<file path="src/atd_pkg.sv">
// Shared constants for the converter result formatter and threshold detector.
`default_nettype none
package atd_pkg;
   // Register byte offsets.
   localparam logic [7:0] OFS_CTL_LO    = 8'h00;
   localparam logic [7:0] OFS_CTL_HI    = 8'h04;
   localparam logic [7:0] OFS_BUF_CTL   = 8'h08;
   localparam logic [7:0] OFS_CONV_CTL  = 8'h0c;
   localparam logic [7:0] OFS_SEL_LO    = 8'h10;
   localparam logic [7:0] OFS_SEL_HI    = 8'h14;
   localparam logic [7:0] OFS_HIT_LO    = 8'h18;
   localparam logic [7:0] OFS_HIT_HI    = 8'h1c;
   localparam logic [7:0] OFS_STATUS    = 8'h20;
   localparam logic [7:0] OFS_BUF_BASE  = 8'h80;
   // Field positions.
   localparam int TDE_BIT      = 7;
   localparam int WM_LSB       = 2;
   localparam int CM_LSB       = 0;
   localparam int LPR_BIT      = 6;
   localparam int IRQM_LSB     = 0;
   localparam int CIDX_BIT     = 3;
   localparam int LSCAN_BIT    = 2;
   localparam int SPLIT_BIT    = 1;
   localparam int ON_BIT       = 0;
   localparam int FORM_LSB     = 1;
   localparam int RES12_BIT    = 3;
   localparam int TSRC_LSB     = 4;
   localparam int SWSTART_BIT  = 8;
   localparam int IRQF_BIT     = 0;
   localparam int HALF_BIT     = 1;
   localparam int BUSY_BIT     = 2;
   // Reset values.
   localparam logic [7:0]  RST_CTL_LO   = 8'h00;
   localparam logic [7:0]  RST_CTL_HI   = 8'h00;
   localparam logic [3:0]  RST_BUF_CTL  = 4'h0;
   localparam logic [7:0]  RST_CONV_CTL = 8'h00;
   localparam logic [31:0] RST_SEL      = 32'h0000_0000;
   // Field encodings.
   localparam logic [1:0] CM_LESS   = 2'h0;
   localparam logic [1:0] CM_GREAT  = 2'h1;
   localparam logic [1:0] CM_INSIDE = 2'h2;
   localparam logic [1:0] CM_OUTSIDE = 2'h3;
   localparam logic [1:0] WM_LEGACY  = 2'h0;
   localparam logic [1:0] WM_STORE   = 2'h1;
   localparam logic [1:0] WM_DISCARD = 2'h2;
   localparam logic [1:0] IM_SCAN    = 2'h0;
   localparam logic [1:0] IM_SCANHIT = 2'h1;
   localparam logic [1:0] IM_MATCH   = 2'h2;
   localparam logic [1:0] FORM_INT   = 2'h0;
   localparam logic [1:0] FORM_SINT  = 2'h1;
   localparam logic [1:0] FORM_FRAC  = 2'h2;
   localparam logic [1:0] FORM_SFRAC = 2'h3;
   typedef enum logic [3:0] {
      ATD_IDLE = 4'b0001,
      ATD_SEEK = 4'b0010,
      ATD_CONV = 4'b0100,
      ATD_EVAL = 4'b1000
   } atd_state_e;
endpackage
`default_nettype wire
</file>
<file path="src/atd_core.sv">
// Threshold detecting scan controller with result buffer behind an AHB-Lite slave.
// Function
// - 12-bit fractional: code in bits 15:4; signed variant inverts the top bit.
// - 10-bit integer zero-extends; signed integer inverts top bit and sign-extends.
// - 10-bit fractional: code in bits 15:6; signed variant inverts the top bit.
// - Match conditions on conversions can raise the converter interrupt.
// - Buffer is read/write for results and thresholds; hits shown in hit registers.
// - Threshold detect enable bit 7 switches threshold detection on or off.
// - Each set scan select bit adds its channel to the sequential scan.
// - Legacy scan plus threshold enable gives one scan per chosen trigger.
// - Legacy auto-scan depends only on the legacy scan enable bit 2.
// - Comparisons continue in Sleep or Idle; the interrupt wakes the processor.
// - Low-power return enable bit 6 returns to low power after servicing.
// - Compare type selects greater, less, inside window or outside window.
// - Write select: discard after compare, store after compare, or store uncompared.
// - Storing modes use indexed, single FIFO or split FIFO buffering.
// - Compare code 01 tests greater, 00 tests less than the channel threshold.
// - On a simple match, mode 01 replaces the threshold, mode 10 discards.
// - A channel hit bit sets on its event and holds until software clears it.
// - Interrupt mode selects per scan, scan with match, on match, or never.
//
// Decided for this implementation: the register offsets and register access over AHB-Lite.
`default_nettype none
module atd_core
   import atd_pkg::*;
#(
   parameter int NUM_CH = 32
)(
   // Clock and reset.
   input  wire logic        hclk,
   input  wire logic        hresetn,
   // AHB-Lite slave.
   input  wire logic        hsel,
   input  wire logic [31:0] haddr,
   input  wire logic [1:0]  htrans,
   input  wire logic        hwrite,
   input  wire logic [2:0]  hsize,
   input  wire logic [31:0] hwdata,
   input  wire logic        hready,
   output logic             hreadyout,
   output logic             hresp,
   output logic      [31:0] hrdata,
   // Analog converter handshake.
   output logic             conv_start,
   output logic      [4:0]  conv_channel,
   input  wire logic        conv_done,
   input  wire logic [11:0] conv_code,
   // Trigger pins and system signals.
   input  wire logic [15:0] trig_pins,
   output logic             converter_irq,
   output logic             low_power_return,
   output logic             scan_busy
);
   localparam int CW   = $clog2(NUM_CH);
   localparam int HALF = NUM_CH / 2;
   ////////////////////////////////////////////////////////////////////////////////
   logic [7:0]        ctl_lo;
   logic [7:0]        ctl_hi;
   logic [3:0]        buf_ctl;
   logic [7:0]        conv_ctl;
   logic [31:0]       scan_sel;
   logic [31:0]       hits;
   logic              irq_flag;
   logic [15:0]       mem [NUM_CH];
   logic              a_wr;
   logic              a_rd;
   logic [11:0]       a_addr;
   logic              rd_wait;
   logic [15:0]       trig_s1;
   logic [15:0]       trig_s2;
   logic [15:0]       trig_s3;
   logic              sw_start;
   atd_state_e        st;
   logic [CW-1:0]     ch_idx;
   logic [15:0]       cmp_val;
   logic              scan_match;
   logic [CW-1:0]     fifo_ptr;
   logic              buf_half;
   logic [15:0]       fmt_val;
   wire logic         threshold_detect_enable   = ctl_lo[TDE_BIT];
   wire logic [1:0]   result_write_select       = ctl_lo[WM_LSB+:2];
   wire logic [1:0]   compare_type_select       = ctl_lo[CM_LSB+:2];
   wire logic         low_power_return_enable   = ctl_hi[LPR_BIT];
   wire logic [1:0]   threshold_irq_mode_select = ctl_hi[IRQM_LSB+:2];
   wire logic         channel_indexed_select    = buf_ctl[CIDX_BIT];
   wire logic         legacy_scan_enable        = buf_ctl[LSCAN_BIT];
   wire logic         split_buffer_select       = buf_ctl[SPLIT_BIT];
   wire logic         threshold_detect_on       = conv_ctl[ON_BIT];
   wire logic [1:0]   form                      = conv_ctl[FORM_LSB+:2];
   wire logic         res12                     = conv_ctl[RES12_BIT];
   wire logic [3:0]   conversion_trigger_source = conv_ctl[TSRC_LSB+:4];
   ////////////////////////////////////////////////////////////////////////////////
   // Reads take one wait state so that read data always come from a flip-flop.
   wire logic         a_phase   = hsel && htrans[1] && hready;
   wire logic         reg_space = (a_addr[11:8] == 4'h0);
   wire logic         buf_hit   = reg_space && a_addr[7] && (32'(a_addr[6:2]) < NUM_CH);
   wire logic [CW-1:0] buf_ix   = CW'(a_addr[6:2]);
   wire logic         wr_now    = a_wr;
   wire logic         wr_ctl_lo = wr_now && reg_space && (a_addr[7:0] == OFS_CTL_LO);
   wire logic         wr_ctl_hi = wr_now && reg_space && (a_addr[7:0] == OFS_CTL_HI);
   wire logic         wr_bufctl = wr_now && reg_space && (a_addr[7:0] == OFS_BUF_CTL);
   wire logic         wr_conv   = wr_now && reg_space && (a_addr[7:0] == OFS_CONV_CTL);
   wire logic         wr_sel_lo = wr_now && reg_space && (a_addr[7:0] == OFS_SEL_LO);
   wire logic         wr_sel_hi = wr_now && reg_space && (a_addr[7:0] == OFS_SEL_HI);
   wire logic         wr_hit_lo = wr_now && reg_space && (a_addr[7:0] == OFS_HIT_LO);
   wire logic         wr_hit_hi = wr_now && reg_space && (a_addr[7:0] == OFS_HIT_HI);
   wire logic         wr_status = wr_now && reg_space && (a_addr[7:0] == OFS_STATUS);
   // Thresholds may only be loaded while the converter is off, so a scan never races software.
   wire logic         sw_buf_we = wr_now && buf_hit && !threshold_detect_on;
   wire logic [31:0]  hit_clr   = {wr_hit_hi ? hwdata[15:0] : 16'h0000, wr_hit_lo ? hwdata[15:0] : 16'h0000};
   wire logic [31:0]  status_w  = {29'h0, scan_busy, buf_half, irq_flag};
   wire logic [31:0]  rd_mux    =
      !reg_space                     ? 32'h0000_0000 :
      buf_hit                        ? {16'h0000, mem[buf_ix]} :
      (a_addr[7:0] == OFS_CTL_LO)    ? {24'h0, ctl_lo} :
      (a_addr[7:0] == OFS_CTL_HI)    ? {24'h0, ctl_hi} :
      (a_addr[7:0] == OFS_BUF_CTL)   ? {28'h0, buf_ctl} :
      (a_addr[7:0] == OFS_CONV_CTL)  ? {24'h0, conv_ctl} :
      (a_addr[7:0] == OFS_SEL_LO)    ? {16'h0, scan_sel[15:0]} :
      (a_addr[7:0] == OFS_SEL_HI)    ? {16'h0, scan_sel[31:16]} :
      (a_addr[7:0] == OFS_HIT_LO)    ? {16'h0, hits[15:0]} :
      (a_addr[7:0] == OFS_HIT_HI)    ? {16'h0, hits[31:16]} :
      (a_addr[7:0] == OFS_STATUS)    ? status_w : 32'h0000_0000;
   assign hreadyout = !rd_wait;
   assign hresp     = 1'b0;
   always_ff @(posedge hclk or negedge hresetn) begin
      if (!hresetn) begin
         a_wr    <= 1'b0;
         a_rd    <= 1'b0;
         a_addr  <= 12'h000;
         rd_wait <= 1'b0;
         hrdata  <= 32'h0000_0000;
      end else begin
         if (hready) begin
            a_wr   <= a_phase && hwrite;
            a_rd   <= a_phase && !hwrite;
            a_addr <= haddr[11:0];
         end
         rd_wait <= a_phase && !hwrite;
         if (rd_wait) begin
            hrdata <= rd_mux;
         end
      end
   end
   always_ff @(posedge hclk or negedge hresetn) begin
      if (!hresetn) begin
         ctl_lo   <= RST_CTL_LO;
         ctl_hi   <= RST_CTL_HI;
         buf_ctl  <= RST_BUF_CTL;
         conv_ctl <= RST_CONV_CTL;
         scan_sel <= RST_SEL;
         sw_start <= 1'b0;
      end else begin
         if (wr_ctl_lo) ctl_lo <= hwdata[7:0];
         if (wr_ctl_hi) ctl_hi <= hwdata[7:0];
         if (wr_bufctl) buf_ctl <= hwdata[3:0];
         if (wr_conv) conv_ctl <= hwdata[7:0];
         if (wr_sel_lo) scan_sel[15:0] <= hwdata[15:0];
         if (wr_sel_hi) scan_sel[31:16] <= hwdata[15:0];
         sw_start <= wr_conv && hwdata[SWSTART_BIT];
      end
   end
   ////////////////////////////////////////////////////////////////////////////////
   // Trigger pins are asynchronous; the edge detector compares the second and third stages, never the first.
   always_ff @(posedge hclk or negedge hresetn) begin
      if (!hresetn) begin
         trig_s1 <= 16'h0000;
         trig_s2 <= 16'h0000;
         trig_s3 <= 16'h0000;
      end else begin
         trig_s1 <= trig_pins;
         trig_s2 <= trig_s1;
         trig_s3 <= trig_s2;
      end
   end
   wire logic [15:0] trig_rise = trig_s2 & ~trig_s3;
   wire logic trig_evt = (conversion_trigger_source == 4'h0) ? sw_start : trig_rise[conversion_trigger_source];
   // Without legacy scanning only channel 0 is converted; the threshold enable has no say here.
   wire logic [31:0] eff_sel  = legacy_scan_enable ? scan_sel : 32'h0000_0001;
   wire logic        sel_now  = eff_sel[ch_idx];
   wire logic        last_ch  = (ch_idx == CW'(NUM_CH - 1));
   wire logic        cmp_en   = threshold_detect_enable && (result_write_select != WM_LEGACY);
   ////////////////////////////////////////////////////////////////////////////////
   // Signed formats compare correctly as unsigned once their top bits are flipped.
   wire logic        sgn      = form[0];
   wire logic [CW-1:0] mir_ix = CW'(32'(ch_idx) + HALF);
   wire logic [15:0] key_v    = {cmp_val[15] ^ sgn, cmp_val[14:0]};
   wire logic [15:0] key_lo   = {mem[ch_idx][15] ^ sgn, mem[ch_idx][14:0]};
   wire logic [15:0] key_hi   = {mem[mir_ix][15] ^ sgn, mem[mir_ix][14:0]};
   wire logic        in_win   = (key_v >= key_lo) && (key_v <= key_hi);
   wire logic        cond     = (compare_type_select == CM_GREAT)  ? (key_v > key_lo) :
                                (compare_type_select == CM_LESS)   ? (key_v < key_lo) :
                                (compare_type_select == CM_INSIDE) ? in_win : !in_win;
   wire logic        in_eval  = (st == ATD_EVAL);
   wire logic        match    = in_eval && cmp_en && cond;
   wire logic        store    = in_eval && (!cmp_en || (result_write_select == WM_STORE && cond));
   wire logic [CW-1:0] fifo_ix = split_buffer_select ? {buf_half, fifo_ptr[CW-2:0]} : fifo_ptr;
   wire logic [CW-1:0] st_ix  = channel_indexed_select ? ch_idx : fifo_ix;
   wire logic        scan_end = in_eval && last_ch || (st == ATD_SEEK) && !sel_now && last_ch;
   assign conv_start   = (st == ATD_SEEK) && sel_now;
   assign conv_channel = 5'(ch_idx);
   assign scan_busy    = (st != ATD_IDLE);
   atd_format u_format (
      .code  (conv_code),
      .res12 (res12),
      .form  (form),
      .value (fmt_val)
   );
   always_ff @(posedge hclk or negedge hresetn) begin
      if (!hresetn) begin
         st         <= ATD_IDLE;
         ch_idx     <= '0;
         cmp_val    <= 16'h0000;
         scan_match <= 1'b0;
      end else begin
         case (st)
            ATD_IDLE: begin
               ch_idx     <= '0;
               scan_match <= 1'b0;
               if (trig_evt && threshold_detect_on) st <= ATD_SEEK;
            end
            ATD_SEEK: begin
               if (sel_now) st <= ATD_CONV;
               else if (last_ch) st <= ATD_IDLE;
               else ch_idx <= ch_idx + 1'b1;
            end
            ATD_CONV: begin
               if (conv_done) begin
                  cmp_val <= fmt_val;
                  st      <= ATD_EVAL;
               end
            end
            ATD_EVAL: begin
               scan_match <= scan_match || match;
               if (last_ch) st <= ATD_IDLE;
               else begin
                  ch_idx <= ch_idx + 1'b1;
                  st     <= ATD_SEEK;
               end
            end
            default: st <= ATD_IDLE;
         endcase
      end
   end
   // One scan per trigger: the FSM parks in idle after the last channel.
   always_ff @(posedge hclk) begin
      if (store) mem[st_ix] <= cmp_val;
      else if (sw_buf_we) mem[buf_ix] <= hwdata[15:0];
   end
   always_ff @(posedge hclk or negedge hresetn) begin
      if (!hresetn) begin
         fifo_ptr <= '0;
         buf_half <= 1'b0;
      end else if (scan_end) begin
         fifo_ptr <= '0;
         buf_half <= split_buffer_select ? !buf_half : 1'b0;
      end else if (store && !channel_indexed_select) begin
         fifo_ptr <= fifo_ptr + 1'b1;
      end
   end
   ////////////////////////////////////////////////////////////////////////////////
   // Hit and interrupt flags: a hardware set in the same cycle as a clear wins.
   wire logic [31:0] hit_set = match ? (32'h1 << ch_idx) : 32'h0;
   wire logic irq_set = threshold_detect_enable ?
      ((threshold_irq_mode_select == IM_SCAN) && scan_end ||
       (threshold_irq_mode_select == IM_SCANHIT) && scan_end && (scan_match || match) ||
       (threshold_irq_mode_select == IM_MATCH) && match) : scan_end;
   wire logic irq_clr = wr_status && hwdata[IRQF_BIT];
   always_ff @(posedge hclk or negedge hresetn) begin
      if (!hresetn) begin
         hits             <= 32'h0000_0000;
         irq_flag         <= 1'b0;
         low_power_return <= 1'b0;
      end else begin
         hits             <= hit_set | (hits & ~hit_clr);
         irq_flag         <= irq_set || (irq_flag && !irq_clr);
         low_power_return <= irq_flag && irq_clr && !irq_set && low_power_return_enable
                             && threshold_detect_enable;
      end
   end
   // The flag is not gated by any sleep state, so it doubles as the wake request.
   assign converter_irq = irq_flag;
endmodule
`default_nettype wire

</file>
<file path="src/atd_format.sv">
// Turns a raw 10- or 12-bit conversion code into one of four 16-bit result formats.
`default_nettype none
module atd_format
   import atd_pkg::*;
(
   // Raw code and format selection.
   input  wire logic [11:0] code,
   input  wire logic        res12,
   input  wire logic [1:0]  form,
   // Formatted result.
   output logic      [15:0] value
);
   wire logic [9:0]  c10      = code[9:0];
   wire logic [15:0] int12    = {4'h0, code};
   wire logic [15:0] sint12   = {{5{~code[11]}}, code[10:0]};
   wire logic [15:0] frac12   = {code, 4'h0};
   wire logic [15:0] sfrac12  = {~code[11], code[10:0], 4'h0};
   wire logic [15:0] int10    = {6'h00, c10};
   wire logic [15:0] sint10   = {{7{~c10[9]}}, c10[8:0]};
   wire logic [15:0] frac10   = {c10, 6'h00};
   wire logic [15:0] sfrac10  = {~c10[9], c10[8:0], 6'h00};
   wire logic [15:0] v12      = (form == FORM_INT)  ? int12 :
                                (form == FORM_SINT) ? sint12 :
                                (form == FORM_FRAC) ? frac12 : sfrac12;
   wire logic [15:0] v10      = (form == FORM_INT)  ? int10 :
                                (form == FORM_SINT) ? sint10 :
                                (form == FORM_FRAC) ? frac10 : sfrac10;
   assign value = res12 ? v12 : v10;
endmodule
`default_nettype wire

</file>
<file path="config.mk">
export PLATFORM = sky130hd
export DESIGN_NAME = atd_core
export DESIGN_NICKNAME = d
export VERILOG_FILES = /design/src/atd_pkg.sv /design/src/atd_core.sv /design/src/atd_format.sv
export SDC_FILE = /design/constraint.sdc
export NUM_CORES = 1
export LEC_CHECK = 0
export ABC_AREA = 0
export BUFFER_PORTS_ARGS = -buffer_cell sky130_fd_sc_hd__buf_4
export CORE_ASPECT_RATIO = 1.25
export CORE_MARGIN = 3
export CORE_UTILIZATION = 30
export CTS_CLUSTER_DIAMETER = 80
export CTS_CLUSTER_SIZE = 24
export DETAILED_ROUTE_END_ITERATION = 10
export SLEW_MARGIN = 0
export SYNTH_ARGS = -nofsm -noshare
export SYNTH_HDL_FRONTEND = slang
export SYNTH_SLANG_ARGS = --single-unit
</file>
<file path="constraint.sdc">
create_clock -name hclk -period 9.68 [get_ports hclk]
set_clock_uncertainty 0.2 [all_clocks]
set_input_delay 1.936 -clock hclk [delete_from_list [all_inputs] [get_ports hclk]]
set_output_delay 1.936 -clock hclk [all_outputs]
set_load 0.01 [all_outputs]
</file>
Yosys cells after proc, flatten, opt, wreduce, memory -nomap -nowiden
Memory sizes are Yosys's and may differ from the RTL's.
Cells that the tools add are included.
Widths: inputs -> output; s select.
{"block": "word_totals", "register_bits": 221, "latch_bits": 0, "mem_bits_rw": 512, "romBits": 0, "out_inout_bits": 43, "word_cells": 193, "memories": 1}
{"block": "classes", "n_addsub": 3, "n_mul": 0, "div_mod_pow": 0, "order_cmp": 6, "eq_ne": 25, "n_shift": 1, "mux": 54, "bitwise": 10, "reduce_logical": 70}
{"memory": "mem", "words": 32, "word_bits": 16, "read_ports": 3, "rd_clocked_by_memory_dff": 0, "write_ports": 1, "line_no": "atd_core.sv:64", "source": "logic [15:0] mem [NUM_CH];"}
{"op": "$mux 16", "count": 20}
{"op": "$mux 32", "count": 2}
{"op": "$logic_and 1x1->1", "count": 40}
{"op": "$mux 5", "count": 7}
{"op": "$and 32x32->32", "count": 1}
{"op": "$eq 8x5->1 const B", "count": 4}
{"op": "$not 32->32", "count": 1}
{"op": "$or 32x32->32", "count": 1}
{"op": "$shl 1x5->32 const A", "count": 1}
{"op": "$and 16x16->16", "count": 1}
{"op": "$eq 8x4->1 const B", "count": 2}
{"op": "$ge 16x16->1", "count": 1}
{"op": "$gt 16x16->1", "count": 1}
{"op": "$le 16x16->1", "count": 1}
{"op": "$lt 16x16->1", "count": 1}
{"op": "$mux 4", "count": 4}
{"op": "$not 16->16", "count": 1}
{"op": "$pmux 4 s4", "count": 1}
{"op": "$reduce_or 16->1", "count": 1}
{"op": "$pmux 5 s3", "count": 1}
{"op": "$mux 1", "count": 14}
{"op": "$add 5x1->5 const B", "count": 2}
{"op": "$logic_not 1->1", "count": 10}
{"op": "$eq 2x1->1 const B", "count": 4}
{"op": "29 further kinds", "count": 47}

Longest topological paths before layout
Gate-level depths: netlist (run 1).
An unclocked memory read counts as a cell.
{"block": "depth", "ltp_word": 19, "mapped_depth": 19, "ltp_nobuf": 14}

Hierarchy
Synthesis (run 1) repeated with hierarchy kept, for this count alone.
{"block": "unflattened", "hier_cells": 1993, "area_unflattened_um2": 34231.6}
{"module": "atd_core", "instances": 1, "cells_per_inst": 1938, "area_each_um2": 33891.3, "seq_area_each_um2": 20430.8}
{"module": "atd_format", "instances": 1, "cells_per_inst": 55, "area_each_um2": 340.3, "seq_area_each_um2": 0.0}

Worst setup path after synthesis (run 1)
No wires, ideal clock.
{"block": "synth_path", "path_type": "reg2reg", "from": "register ch_idx[0] (netlist: conv_channel[0])", "to": "memory mem[0][0], data pin", "setup_time_ns": 0.454, "arrival_time_ns": 6.140, "required_ns": 9.026, "path_slack_ns": 2.886, "path_stages_with_launch": 18, "path_buffers": 5, "synth_period_minus_slack_ns": 6.794, "path_cell_list": "dfrtp_1 buf_2 buf_2 buf_2 buf_1 mux4_2 mux4_2 mux2i_1 ha_1 a21oi_1 nand2_1 a221o_1 o31a_1 a21oi_2 mux2i_1 o21ai_2 buf_2 o21ai_0"}
{"block": "synth_via", "elab_chain_cells": 16}
{"element": "start, declared", "line_no": "atd_core.sv:74", "source": "logic [CW-1:0] ch_idx;"}
{"element": "start signal, assigned", "line_no": "atd_core.sv:225", "source": "else ch_idx <= ch_idx + 1'b1;"}
{"element": "start signal, assigned", "line_no": "atd_core.sv:237", "source": "ch_idx <= ch_idx + 1'b1;"}
{"element": "$add 5x5->5", "line_no": "atd_core.sv:186", "source": "wire logic [CW-1:0] mir_ix = CW'(32'(ch_idx) + HALF);"}
{"element": "$mem_v2 32x16 *"}
{"element": "$xor 1x1->1", "line_no": "atd_core.sv:189", "source": "wire logic [15:0] key_hi = {mem[mir_ix][15] ^ sgn, mem[mir_ix][14:0]};"}
{"element": "$le 16x16->1", "line_no": "atd_core.sv:190", "source": "wire logic in_win = (key_v >= key_lo) && (key_v <= key_hi);"}
{"element": "$logic_and 1x1->1", "line_no": "atd_core.sv:190"}
{"element": "$logic_not 1->1", "line_no": "atd_core.sv:193", "source": "(compare_type_select == CM_INSIDE) ? in_win : !in_win;"}
{"element": "$mux 1", "line_no": "atd_core.sv:193"}
{"element": "$mux 1", "line_no": "atd_core.sv:192", "source": "(compare_type_select == CM_LESS) ? (key_v < key_lo) :"}
{"element": "$mux 1 *", "line_no": "atd_core.sv:191", "source": "wire logic cond = (compare_type_select == CM_GREAT) ? (key_v > key_lo) :"}
{"element": "$logic_and 1x1->1 *", "line_no": "atd_core.sv:196", "source": "wire logic store = in_eval && (!cmp_en || (result_write_select == WM_STORE && cond));"}
{"element": "$logic_or 1x1->1 *", "line_no": "atd_core.sv:196"}
{"element": "$logic_and 1x1->1 *", "line_no": "atd_core.sv:196"}
{"element": "$mux 1 *", "line_no": "atd_core.sv:247", "source": "if (store) mem[st_ix] <= cmp_val;"}
{"element": "$mux 1 (implied by the code) *", "line_no": "atd_core.sv:248", "source": "else if (sw_buf_we) mem[buf_ix] <= hwdata[15:0];"}
{"element": "$reduce_or 16->1 (no line) *"}
{"element": "$mux 16 (no line) *"}
{"element": "end, declared", "line_no": "atd_core.sv:64"}
Every way passes the cells marked *; elsewhere a longest branch is shown, timed or not.

Worst setup path in the final report (run 1)
{"block": "layout_path", "from": "register ch_idx[0] (netlist: conv_channel[0])", "to": "memory mem[4][0] (enable)"}
{"block": "layout_via", "elab_chain_cells": 16}
{"element": "$add 5x5->5", "line_no": "atd_core.sv:186"}
{"element": "$mem_v2 32x16"}
{"element": "$xor 1x1->1", "line_no": "atd_core.sv:189"}
{"element": "$le 16x16->1", "line_no": "atd_core.sv:190"}
{"element": "$logic_and 1x1->1", "line_no": "atd_core.sv:190"}
{"element": "$logic_not 1->1", "line_no": "atd_core.sv:193"}
{"element": "$mux 1", "line_no": "atd_core.sv:193"}
{"element": "$mux 1", "line_no": "atd_core.sv:192"}
{"element": "$mux 1", "line_no": "atd_core.sv:191"}
{"element": "$logic_and 1x1->1", "line_no": "atd_core.sv:196"}
{"element": "$logic_or 1x1->1", "line_no": "atd_core.sv:196"}
{"element": "$logic_and 1x1->1", "line_no": "atd_core.sv:196"}
{"element": "$mux 1", "line_no": "atd_core.sv:247"}
{"element": "$mux 1 (implied by the code)", "line_no": "atd_core.sv:248"}
{"element": "$reduce_or 16->1 (no line)"}
{"element": "$mux 5 (no line) / $mux 1 (equally long branches)"}
Parallel ways exist; a longest one is shown, timed or not.

==> metrics.txt, run 1 <==
critical path startpoint category flop; fin nets 2211; outcome finished, final reports clean; peak supply drop 0.000113 V; P&R area growth vs syn 10.6%; Synth Register Bits 714; asr flop ratio synth 28.3%; GPL Wtd Cong 0.907; wire per inst 26.9 um; CP Data Arrival Time 7440 ps; most frequent cells in the layout 512 x edfxtp_1, 327 x mux4_2, 194 x dfrtp_1; Die Area 117000 um^2; Finish-stage setup viols 0; diodes inserted 0; library cells used by synthesis 69; Clk Tree Root Cell clkbuf_16; core area 112000 um^2; Max-Cap Viols 0; CP endpoint kind flop; Vias 19600; crit path time final 7420 ps; Syn Area/Cell 16.9 um^2; GR Overflow Total 0; LEAKAGE 0.0130 uW; Post-Route Setup TNS 0 ps; Rows 137; Vias/cell 5.55; post-CTS setup buffer count 0; Cells after Synth 2017; Antenna Violating Nets Remaining 0; first-pass GRT wire length 141000 um; Initial DRC Count 1878; FF-to-FF setup slack 2260 ps; largest net degree at the start of global routing 107; pwr dens 145 nW/um^2; worst hold-check path type flop to flop; CTS Buf Count 36; Port-buffer cells 87; TritonRoute pass-1 iters 8; Most used DFF post-synth edfxtp_1; Final HPWL DP 62300 um; DRT Wirelength 95300 um; WS Path Type flop to flop; number of synthesized flops with an enable pin 512; CTS max path bufs 3; fin crit share 76.7%; CTS H-tree depth 2; Worst-path clk slew 100 ps; crit-path max FO 62; Util after Layout 33.6%; commonest non-fill, non-tap cell in the layout edfxtp_1; Slew Viols, Final 0; DIE HEIGHT 382 um; Ports 146; initial antenna violation count 0; design area 37600 um^2; Slew HR 12.6%; worst slew pin tran 1300 ps; unrepaired setup endpoints after global routing false; cell area after synthesis 34000 um^2; aggregate global-route resource usage 16.1%; vias in the first global route 20800; Skew-Pair Late Insertion Delay 610 ps; Synth warnings 0; CP required 9700 ps; Hold Fails Final Rpt 0; CTS tree yes; CTS Hold Bufs 0; PostCTS Resize Cnt 0; sequential share of the synthesized area 60.1%; Fin Hold WS 157 ps; fmax 0.135 GHz; drt drc 0; layout cells sized above 1 32.2%; Sink Count 714; initial core utilization 30.3%; placed inst area 36600 um^2; die width 307 um
[layer usage]
layer	track usage, %	vias up	part of all wire [%]
met5	0	-	0
met3	1.78	172	5.3
met2	29.8	756	54
met4	5.68	0	3.9
li1	-	8218	-
met1	19.3	10500	37
[critical path: stages (launching register included)]
cell      delay (ps)
dfrtp_4         1120
buf_12           530
mux4_2           580
mux4_2           560
mux2i_1          180
ha_1             270
a21oi_1          140
o21ai_0          210
a221o_1          430
o31a_1           340
a21oi_2          230
mux2i_1          410
nor2_1           200
a221oi_2        1020
nor2_4           440
[per-stage QoR]
step           std cells  setup WS [ps]  total power [uW]
2_1_floorplan       2033           2890              3630
3_5_place_dp        3489           2240              3790
6_report            3540           2260              5450
4_1_cts             3540           2210              5500
3_3_place_gp        3489           2260              3780
5_1_grt             3540           1880              5630
[synth_stat cells, drive strengths merged, types with 7 or more instances]
library cell	number	area share, %
edfxtp	512	45
mux4	327	22
dfrtp	201	15
nand2	167	1.8
mux2	104	3.4
nor2	93	1.0
clkbuf	80	0.88
o21ai	79	1.2
buf	60	0.89
mux2i	53	1.6
a21oi	43	0.64
ha	40	1.5
inv	29	0.32
nand3	21	0.31
a221oi	18	0.54
nor2b	18	0.33
nor3	16	0.24
a222oi	15	0.44
nand4	15	0.28
o2bb2ai	12	0.31
nand2b	11	0.20
nor3b	8	0.18
nor4	8	0.17
and2	7	0.13
xnor2	7	0.18
[final cells by class]
| cell class | instances | area (um^2) |
|---|---|---|
| Inverter | 30 | 113 |
| Multi-Input combinational cell | 1149 | 13100 |
| Sequential cell | 714 | 20400 |
| Clock inverter | 4 | 51.3 |
| Tap cell | 1459 | 1830 |
| Timing Repair Buffer | 137 | 1080 |
| Clock buffer | 47 | 1000 |
| Fill cell | 10600 | 74500 |
[path summary, 6_finish.rpt]
check / cells after the start / end / start
max: 14 / mem[4][0] / conv_channel[0]
min: 0 / trig_s2[7] / trig_s1[7]
max reg2reg: 14 / mem[4][0] / conv_channel[0]
min reg2reg: 0 / trig_s2[7] / trig_s1[7]
max in group asynchronous: 3 / conv_channel[1] / hresetn
min in group asynchronous: 1 / trig_s3[5] / hresetn
[report_power, final]
| part | leakage (uW) | switching [uW] | internal, uW |
|---|---|---|---|
| clock network | 0.000511 | 988 | 743 |
| logic | 0.00496 | 219 | 169 |
| registers | 0.00748 | 35.3 | 3290 |
[cells by family after synthesis]
group | synth area share (%)
flip-flops | 60.1
AND/OR/NAND/NOR | 5.00
buffers and inverters | 2.10
adder cells (fa/ha/maj) | 1.47
multiplexers | 26.7
XOR/XNOR | 0.258
other | 0.0110
AO/OA/AOI/OAI | 4.44
[registers in the layout, indices dropped and copies added, names as in the netlist, 4 cells and up]
| signal | cells |
|---|---|
| mem | 512 |
| hits | 32 |
| scan_sel | 32 |
| cmp_val | 16 |
| hrdata | 16 |
| trig_s1 | 15 |
| trig_s2 | 15 |
| trig_s3 | 15 |
| a_addr | 12 |
| conv_ctl | 8 |
| ctl_hi | 8 |
| ctl_lo | 8 |
| conv_channel | 5 |
| fifo_ptr | 5 |
| buf_ctl | 4 |
| st | 4 |
Note: power is estimated with default switching activity, not from simulation.
==> run 2: changes to the inputs <==
Clock period 9.68 ns to 7.48 ns, I/O delays scaled along.
==> run 2 against run 1 <==
Flip-flop and latch count unchanged. Global-route usage rose by 0.087 points. Final area rose by 0.51%. Die area stayed put.
==> metrics.txt, run 2 (synthesis gave the netlist of run 1 again) <==
DIE HEIGHT 382 um (unchanged); Die Area 117000 um^2 (unchanged); GR Overflow Total 0 (unchanged); CP required 7590 ps (-2110 ps); Skew-Pair Late Insertion Delay 620 ps (about the same); placed insts 3512 (+0.66%); worst hold-check path type flop to flop; peak supply drop 0.000130 V (+15%); Final Worst Setup Slack 365 ps (-1900 ps); CTS tree yes; Initial DRC Count 1801 (-4.1%); Clk Tree Root Cell clkbuf_16; first-pass GRT wire length 141000 um (about the same); Worst-path clk slew 100 ps (about the same); Largest regs mem: 512 flops, hits: 32 flops, scan_sel: 32 flops; CP Data Arrival Time 7230 ps (-210 ps); Max-Cap Viols 0 (unchanged); drt drc 0 (unchanged); combinational share of power 7.2% (about the same); Vias/cell 5.55 (about the same); aggregate global-route resource usage 16.2% (+0.087 points); CTS Hold Bufs 0 (unchanged); GPL Wtd Cong 0.925 (+2.0%); FF-to-FF setup slack 360 ps (-1900 ps); Final HPWL DP 63700 um (+2.1%); register with the most flip-flops mem; switching power share of the total 22.8% (about the same); LEAKAGE 0.0131 uW (+1.1%); worst setup path startpoint conv_channel[0]; Slew Viols, Final 0 (unchanged); die width 307 um (unchanged); crit-path max FO 39 (-37%); Final Non-Filler Cells 3565 (+0.71%); worst slew pin tran 1310 ps (+5.89 ps); CTS max path bufs 3 (unchanged); fin crit share 95.1% (+18 points); crit path capture mem[7][7]; Port-buffer cells 87 (unchanged); outcome finished, final reports clean; Fin Hold WS 155 ps (-2.55 ps); max FFs per register 512 (unchanged); R2R Path Start conv_channel[0]; pwr dens 187 nW/um^2 (+29%); PostCTS Resize Cnt 0 (unchanged); clock share of power 31.7% (about the same); Post-Route Setup TNS 0 ps (unchanged); Net Switching 1610 uW (+30%); DRT Wirelength 96500 um (+1.3%); Finish-stage setup viols 0 (unchanged); crit path time final 7120 ps (-305 ps); initial antenna violation count 0 (unchanged); Sink Count 714 (unchanged); diodes inserted 0 (unchanged); P_int 5450 uW (+29%); Slew HR 12.2% (-0.40 points); Rows 137 (unchanged); Util after Layout 33.7% (+0.17 points); Vias 19800 (+0.72%); TritonRoute pass-1 iters 7 (-1); sequential fraction of design power 61.0% (about the same); worst reg2reg path endpoint mem[7][7]; worst reg2reg path depth 16 (+2); CTS Buf Count 36 (unchanged); P&R area growth vs syn 11.2%; WS Path Type flop to flop; CTS H-tree depth 2 (unchanged); post-CTS setup buffer count 0 (unchanged); largest net degree at the start of global routing 166 (+55%); vias in the first global route 20800 (+0.082%); most frequent cells in the layout 512 x edfxtp_1, 327 x mux4_2, 194 x dfrtp_1; initial core utilization 30.3% (unchanged); CP endpoint kind flop; layout cells sized above 1 32.9% (+0.66 points); fin nets 2234 (+1.0%); fmax 0.141 GHz (+4.3%); setup slack at placement 409 ps (-1830 ps); Ports 146 (unchanged); core area 112000 um^2 (unchanged); commonest non-fill, non-tap cell in the layout edfxtp_1; Antenna Violating Nets Remaining 0 (unchanged); Hold Fails Final Rpt 0 (unchanged); wire per inst 27.1 um (+0.56%); unrepaired setup endpoints after global routing false; critical path startpoint category flop
==> run 2: metrics by stage <==
step           area (um^2)  power [uW]
4_1_cts              37800        7130
3_5_place_dp         36800        4910
2_1_floorplan        34100        4700
6_report             37800        7060
3_3_place_gp         36800        4900
5_1_grt              37800        7290
==> run 2: worst min path at each step <==
stage          cells past startpoint        start     endpoint
6_report                           0  trig_s1[14]  trig_s2[14]
5_1_grt                            0  trig_s1[14]  trig_s2[14]
4_1_cts                            0  trig_s1[14]  trig_s2[14]
3_5_place_dp                       0  trig_s1[14]  trig_s2[14]
3_3_place_gp                       0   trig_s1[5]   trig_s2[5]
2_1_floorplan                      0  trig_s1[10]  trig_s2[10]
==> run 2: power by group through the flow <==
stage	clock network, uW	registers (uW)	logic [uW]
2_1_floorplan	0	4360	337
3_3_place_gp	0	4390	504
3_5_place_dp	0	4400	513
4_1_cts	2300	4310	514
5_1_grt	2440	4310	544
6_report	2240	4310	511
==> run 2: final cells by class <==
| class | count | area, um^2 |
|---|---|---|
| flip-flops and latches | 714 | 20400 |
| clock buffers | 47 | 963 |
| fillers | 10600 | 74300 |
| inverters | 30 | 114 |
| multi-input cells | 1149 | 13000 |
| well taps | 1459 | 1830 |
| clock inverters | 6 | 78.8 |
| repair buffers | 160 | 1350 |
==> run 2: layer usage <==
metal | vias to the layer above | routed length [um] | GRT usage [%]
li1 | 8267 | - | -
met1 | 10600 | 35600 | 19.0
met2 | 752 | 51200 | 29.9
met3 | 191 | 5200 | 1.77
met4 | 0 | 4460 | 6.92
met5 | - | 0 | 0
==> run 2: critical path, stage by stage (launching register included) <==
cell     delay (ps)
dfrtp_4         980
buf_4           410
mux4_2          540
mux4_2          550
mux2i_1         240
ha_1            190
nand4_1         280
or4_1           680
nand3_1         120
o31ai_1          90
a21oi_1         460
nand2_1         150
o21ai_2         510
buf_4           380
mux2i_1         570
nor2_2           60
buf_4           310
==> run 3: changes to the inputs <==
Settings changed: CORE_ASPECT_RATIO 1.25 to 0.5, REMOVE_ABC_BUFFERS set to 1.
==> run 3 against run 2 <==
Register-to-register slack improved by 600 ps. Clock power about the same. Final area increased by 0.66%. Clock-buffer cell count fell by 3. Final cell count increased by 1.8%. Combinational power rose by 2%. Sequential share of layout area is 0.35 points lower. Worst setup slack improved by 600 ps. Global-route usage is 0.27 points higher. Critical path type unchanged. Critical endpoint is now mem[13][14].
==> metrics.txt, run 3 (synthesis gave the netlist of run 1 again) <==
crit-path max FO 35 (-10%); largest net degree at the start of global routing 176 (+6.0%); Hold Path Depth 0 (unchanged); worst hold-check path type flop to flop; worst slew pin tran 1200 ps (-108 ps); Die Area 118000 um^2 (+0.19%); Max-Cap Viols 0 (unchanged); first-pass GRT wire length 143000 um (+1.4%); CP Data Arrival Time 6620 ps (-610 ps); Fin Hold WS 155 ps (-0.166 ps); critical path startpoint category flop; Ports 146 (unchanged); Final HPWL DP 64900 um (+1.9%); Finish-stage setup viols 0 (unchanged); Slew Viols, Final 0 (unchanged); crit path time final 6510 ps (-601 ps); DIE HEIGHT 244 um (-36%); Vias/cell 5.52 (-0.50%); drt drc 0 (unchanged); Final Non-Filler Cells 3628 (+1.8%); TritonRoute pass-1 iters 6 (-1); GR Overflow Total 0 (unchanged); CP required 7590 ps (about the same); placed insts 3574 (+1.8%); CTS Hold Bufs 0 (unchanged); Clk Tree Root Cell clkbuf_16; fmax 0.154 GHz (+9.2%); Initial DRC Count 2400 (+33%); unrepaired setup endpoints after global routing false; LEAKAGE 0.0132 uW (+1.2%); Sink Count 714 (unchanged); fin nets 2260 (+1.2%); peak supply drop 0.000128 V (-1.5%); Post-Route Setup TNS 0 ps (unchanged); Antenna Violating Nets Remaining 0 (unchanged); core area 111000 um^2 (-0.75%); Port-buffer cells 87 (unchanged); register with the most flip-flops mem; Rows 86 (-37%); initial antenna violation count 7 (+7); CTS tree yes; vias in the first global route 20300 (-2.3%); aggregate global-route resource usage 16.5% (+0.27 points); CTS max path bufs 3 (unchanged); most frequent cells in the layout 512 x edfxtp_1, 327 x mux4_2, 194 x dfrtp_1; P&R area growth vs syn 11.9%; CTS H-tree depth 2 (unchanged); CP endpoint kind flop; max FFs per register 512 (unchanged); GPL Wtd Cong 0.876 (-5.3%); Largest regs mem: 512 flops, hits: 32 flops, scan_sel: 32 flops; wire per inst 26.9 um (-0.53%); worst reg2reg path depth 17 (+1); post-CTS setup buffer count 0 (unchanged); Worst-path clk slew 100 ps (about the same); Hold Fails Final Rpt 0 (unchanged); pwr dens 186 nW/um^2 (-0.10%); commonest non-fill, non-tap cell in the layout edfxtp_1; outcome finished, final reports clean; Vias 20000 (+1.3%); DRT Wirelength 97600 um (+1.2%); fin crit share 87.1% (-8.0 points); Slew HR 19.8% (+7.6 points); layout cells sized above 1 33.9% (+1.0 points); die width 482 um (+57%); CTS Buf Count 37 (+2.8%); PostCTS Resize Cnt 0 (unchanged); Skew-Pair Late Insertion Delay 600 ps (-20 ps); WS Path Type flop to flop; initial core utilization 30.6% (+0.23 points)
-- run 3: cell types whose count changed in the layout (fill, tap and decap cells not counted), sizes merged --
cell / change
buf: +25
clkbuf: -3
diode: +2
inv: +2
bufinv: -1
clkinv: +1
-- run 3: final cells by class --
type                       instances  area, um^2
fill                           10600       73200
sequential                       714       20500
multi-input combinational       1149       13000
tap                             1496        1870
timing repair buffer             185        1510
clock buffer                      44        1000
inverter                          30         113
clock inverter                     8        72.6
antenna                            2        5.00
-- run 3: metal layers --
layer / vias up / GRT usage (%) / part of all wire (%)
li1: 8319 / - / -
met1: 10800 / 23.2 / 42
met2: 785 / 26.8 / 48
met3: 123 / 2.52 / 7.1
met4: 4 / 4.04 / 2.3
met5: - / 0 / 0.028
-- run 3: worst paths after layout --
check,from,end,slack (ps)
setup / recovery,conv_channel[0],mem[13][14],970
hold / removal,trig_s1[7],trig_s2[7],150
setup reg to reg,conv_channel[0],mem[13][14],970
hold reg to reg,trig_s1[7],trig_s2[7],150
max in group asynchronous,hresetn,conv_channel[1],5120
min in group asynchronous,hresetn,a_addr[11],570
-- run 3: through the flow --
stage	util [%]	instance area [um^2]	setup WS [ps]	total power, uW
6_report	34.2	38100	965	7090
5_1_grt	34.2	38100	666	7340
4_1_cts	34.2	38100	944	7160
3_5_place_dp	33.2	37000	974	4920
3_3_place_gp	33.2	37000	975	4920
2_1_floorplan	-	33500	-3400	4720
-- run 3: worst max-delay path, cell delays in order (launching register included) --
cell and delay [ps]:
dfrtp_4 750, buf_12 340, buf_4 250, mux4_2 520
mux4_2 530, mux2i_1 210, ha_1 280, nor2b_1 130
o211ai_1 180, a211oi_1 160, a2111o_1 450, a21oi_1 350
nand2_1 150, o21ai_2 220, buf_12 210, mux2_2 420
nor2_2 480, buf_4 290
-- run 3: report_power, final --
group          leakage [uW]  switching, uW  internal [uW]
Clock              0.000533           1290            976
Sequential          0.00748           47.0           4260
Combinational       0.00523            299            220
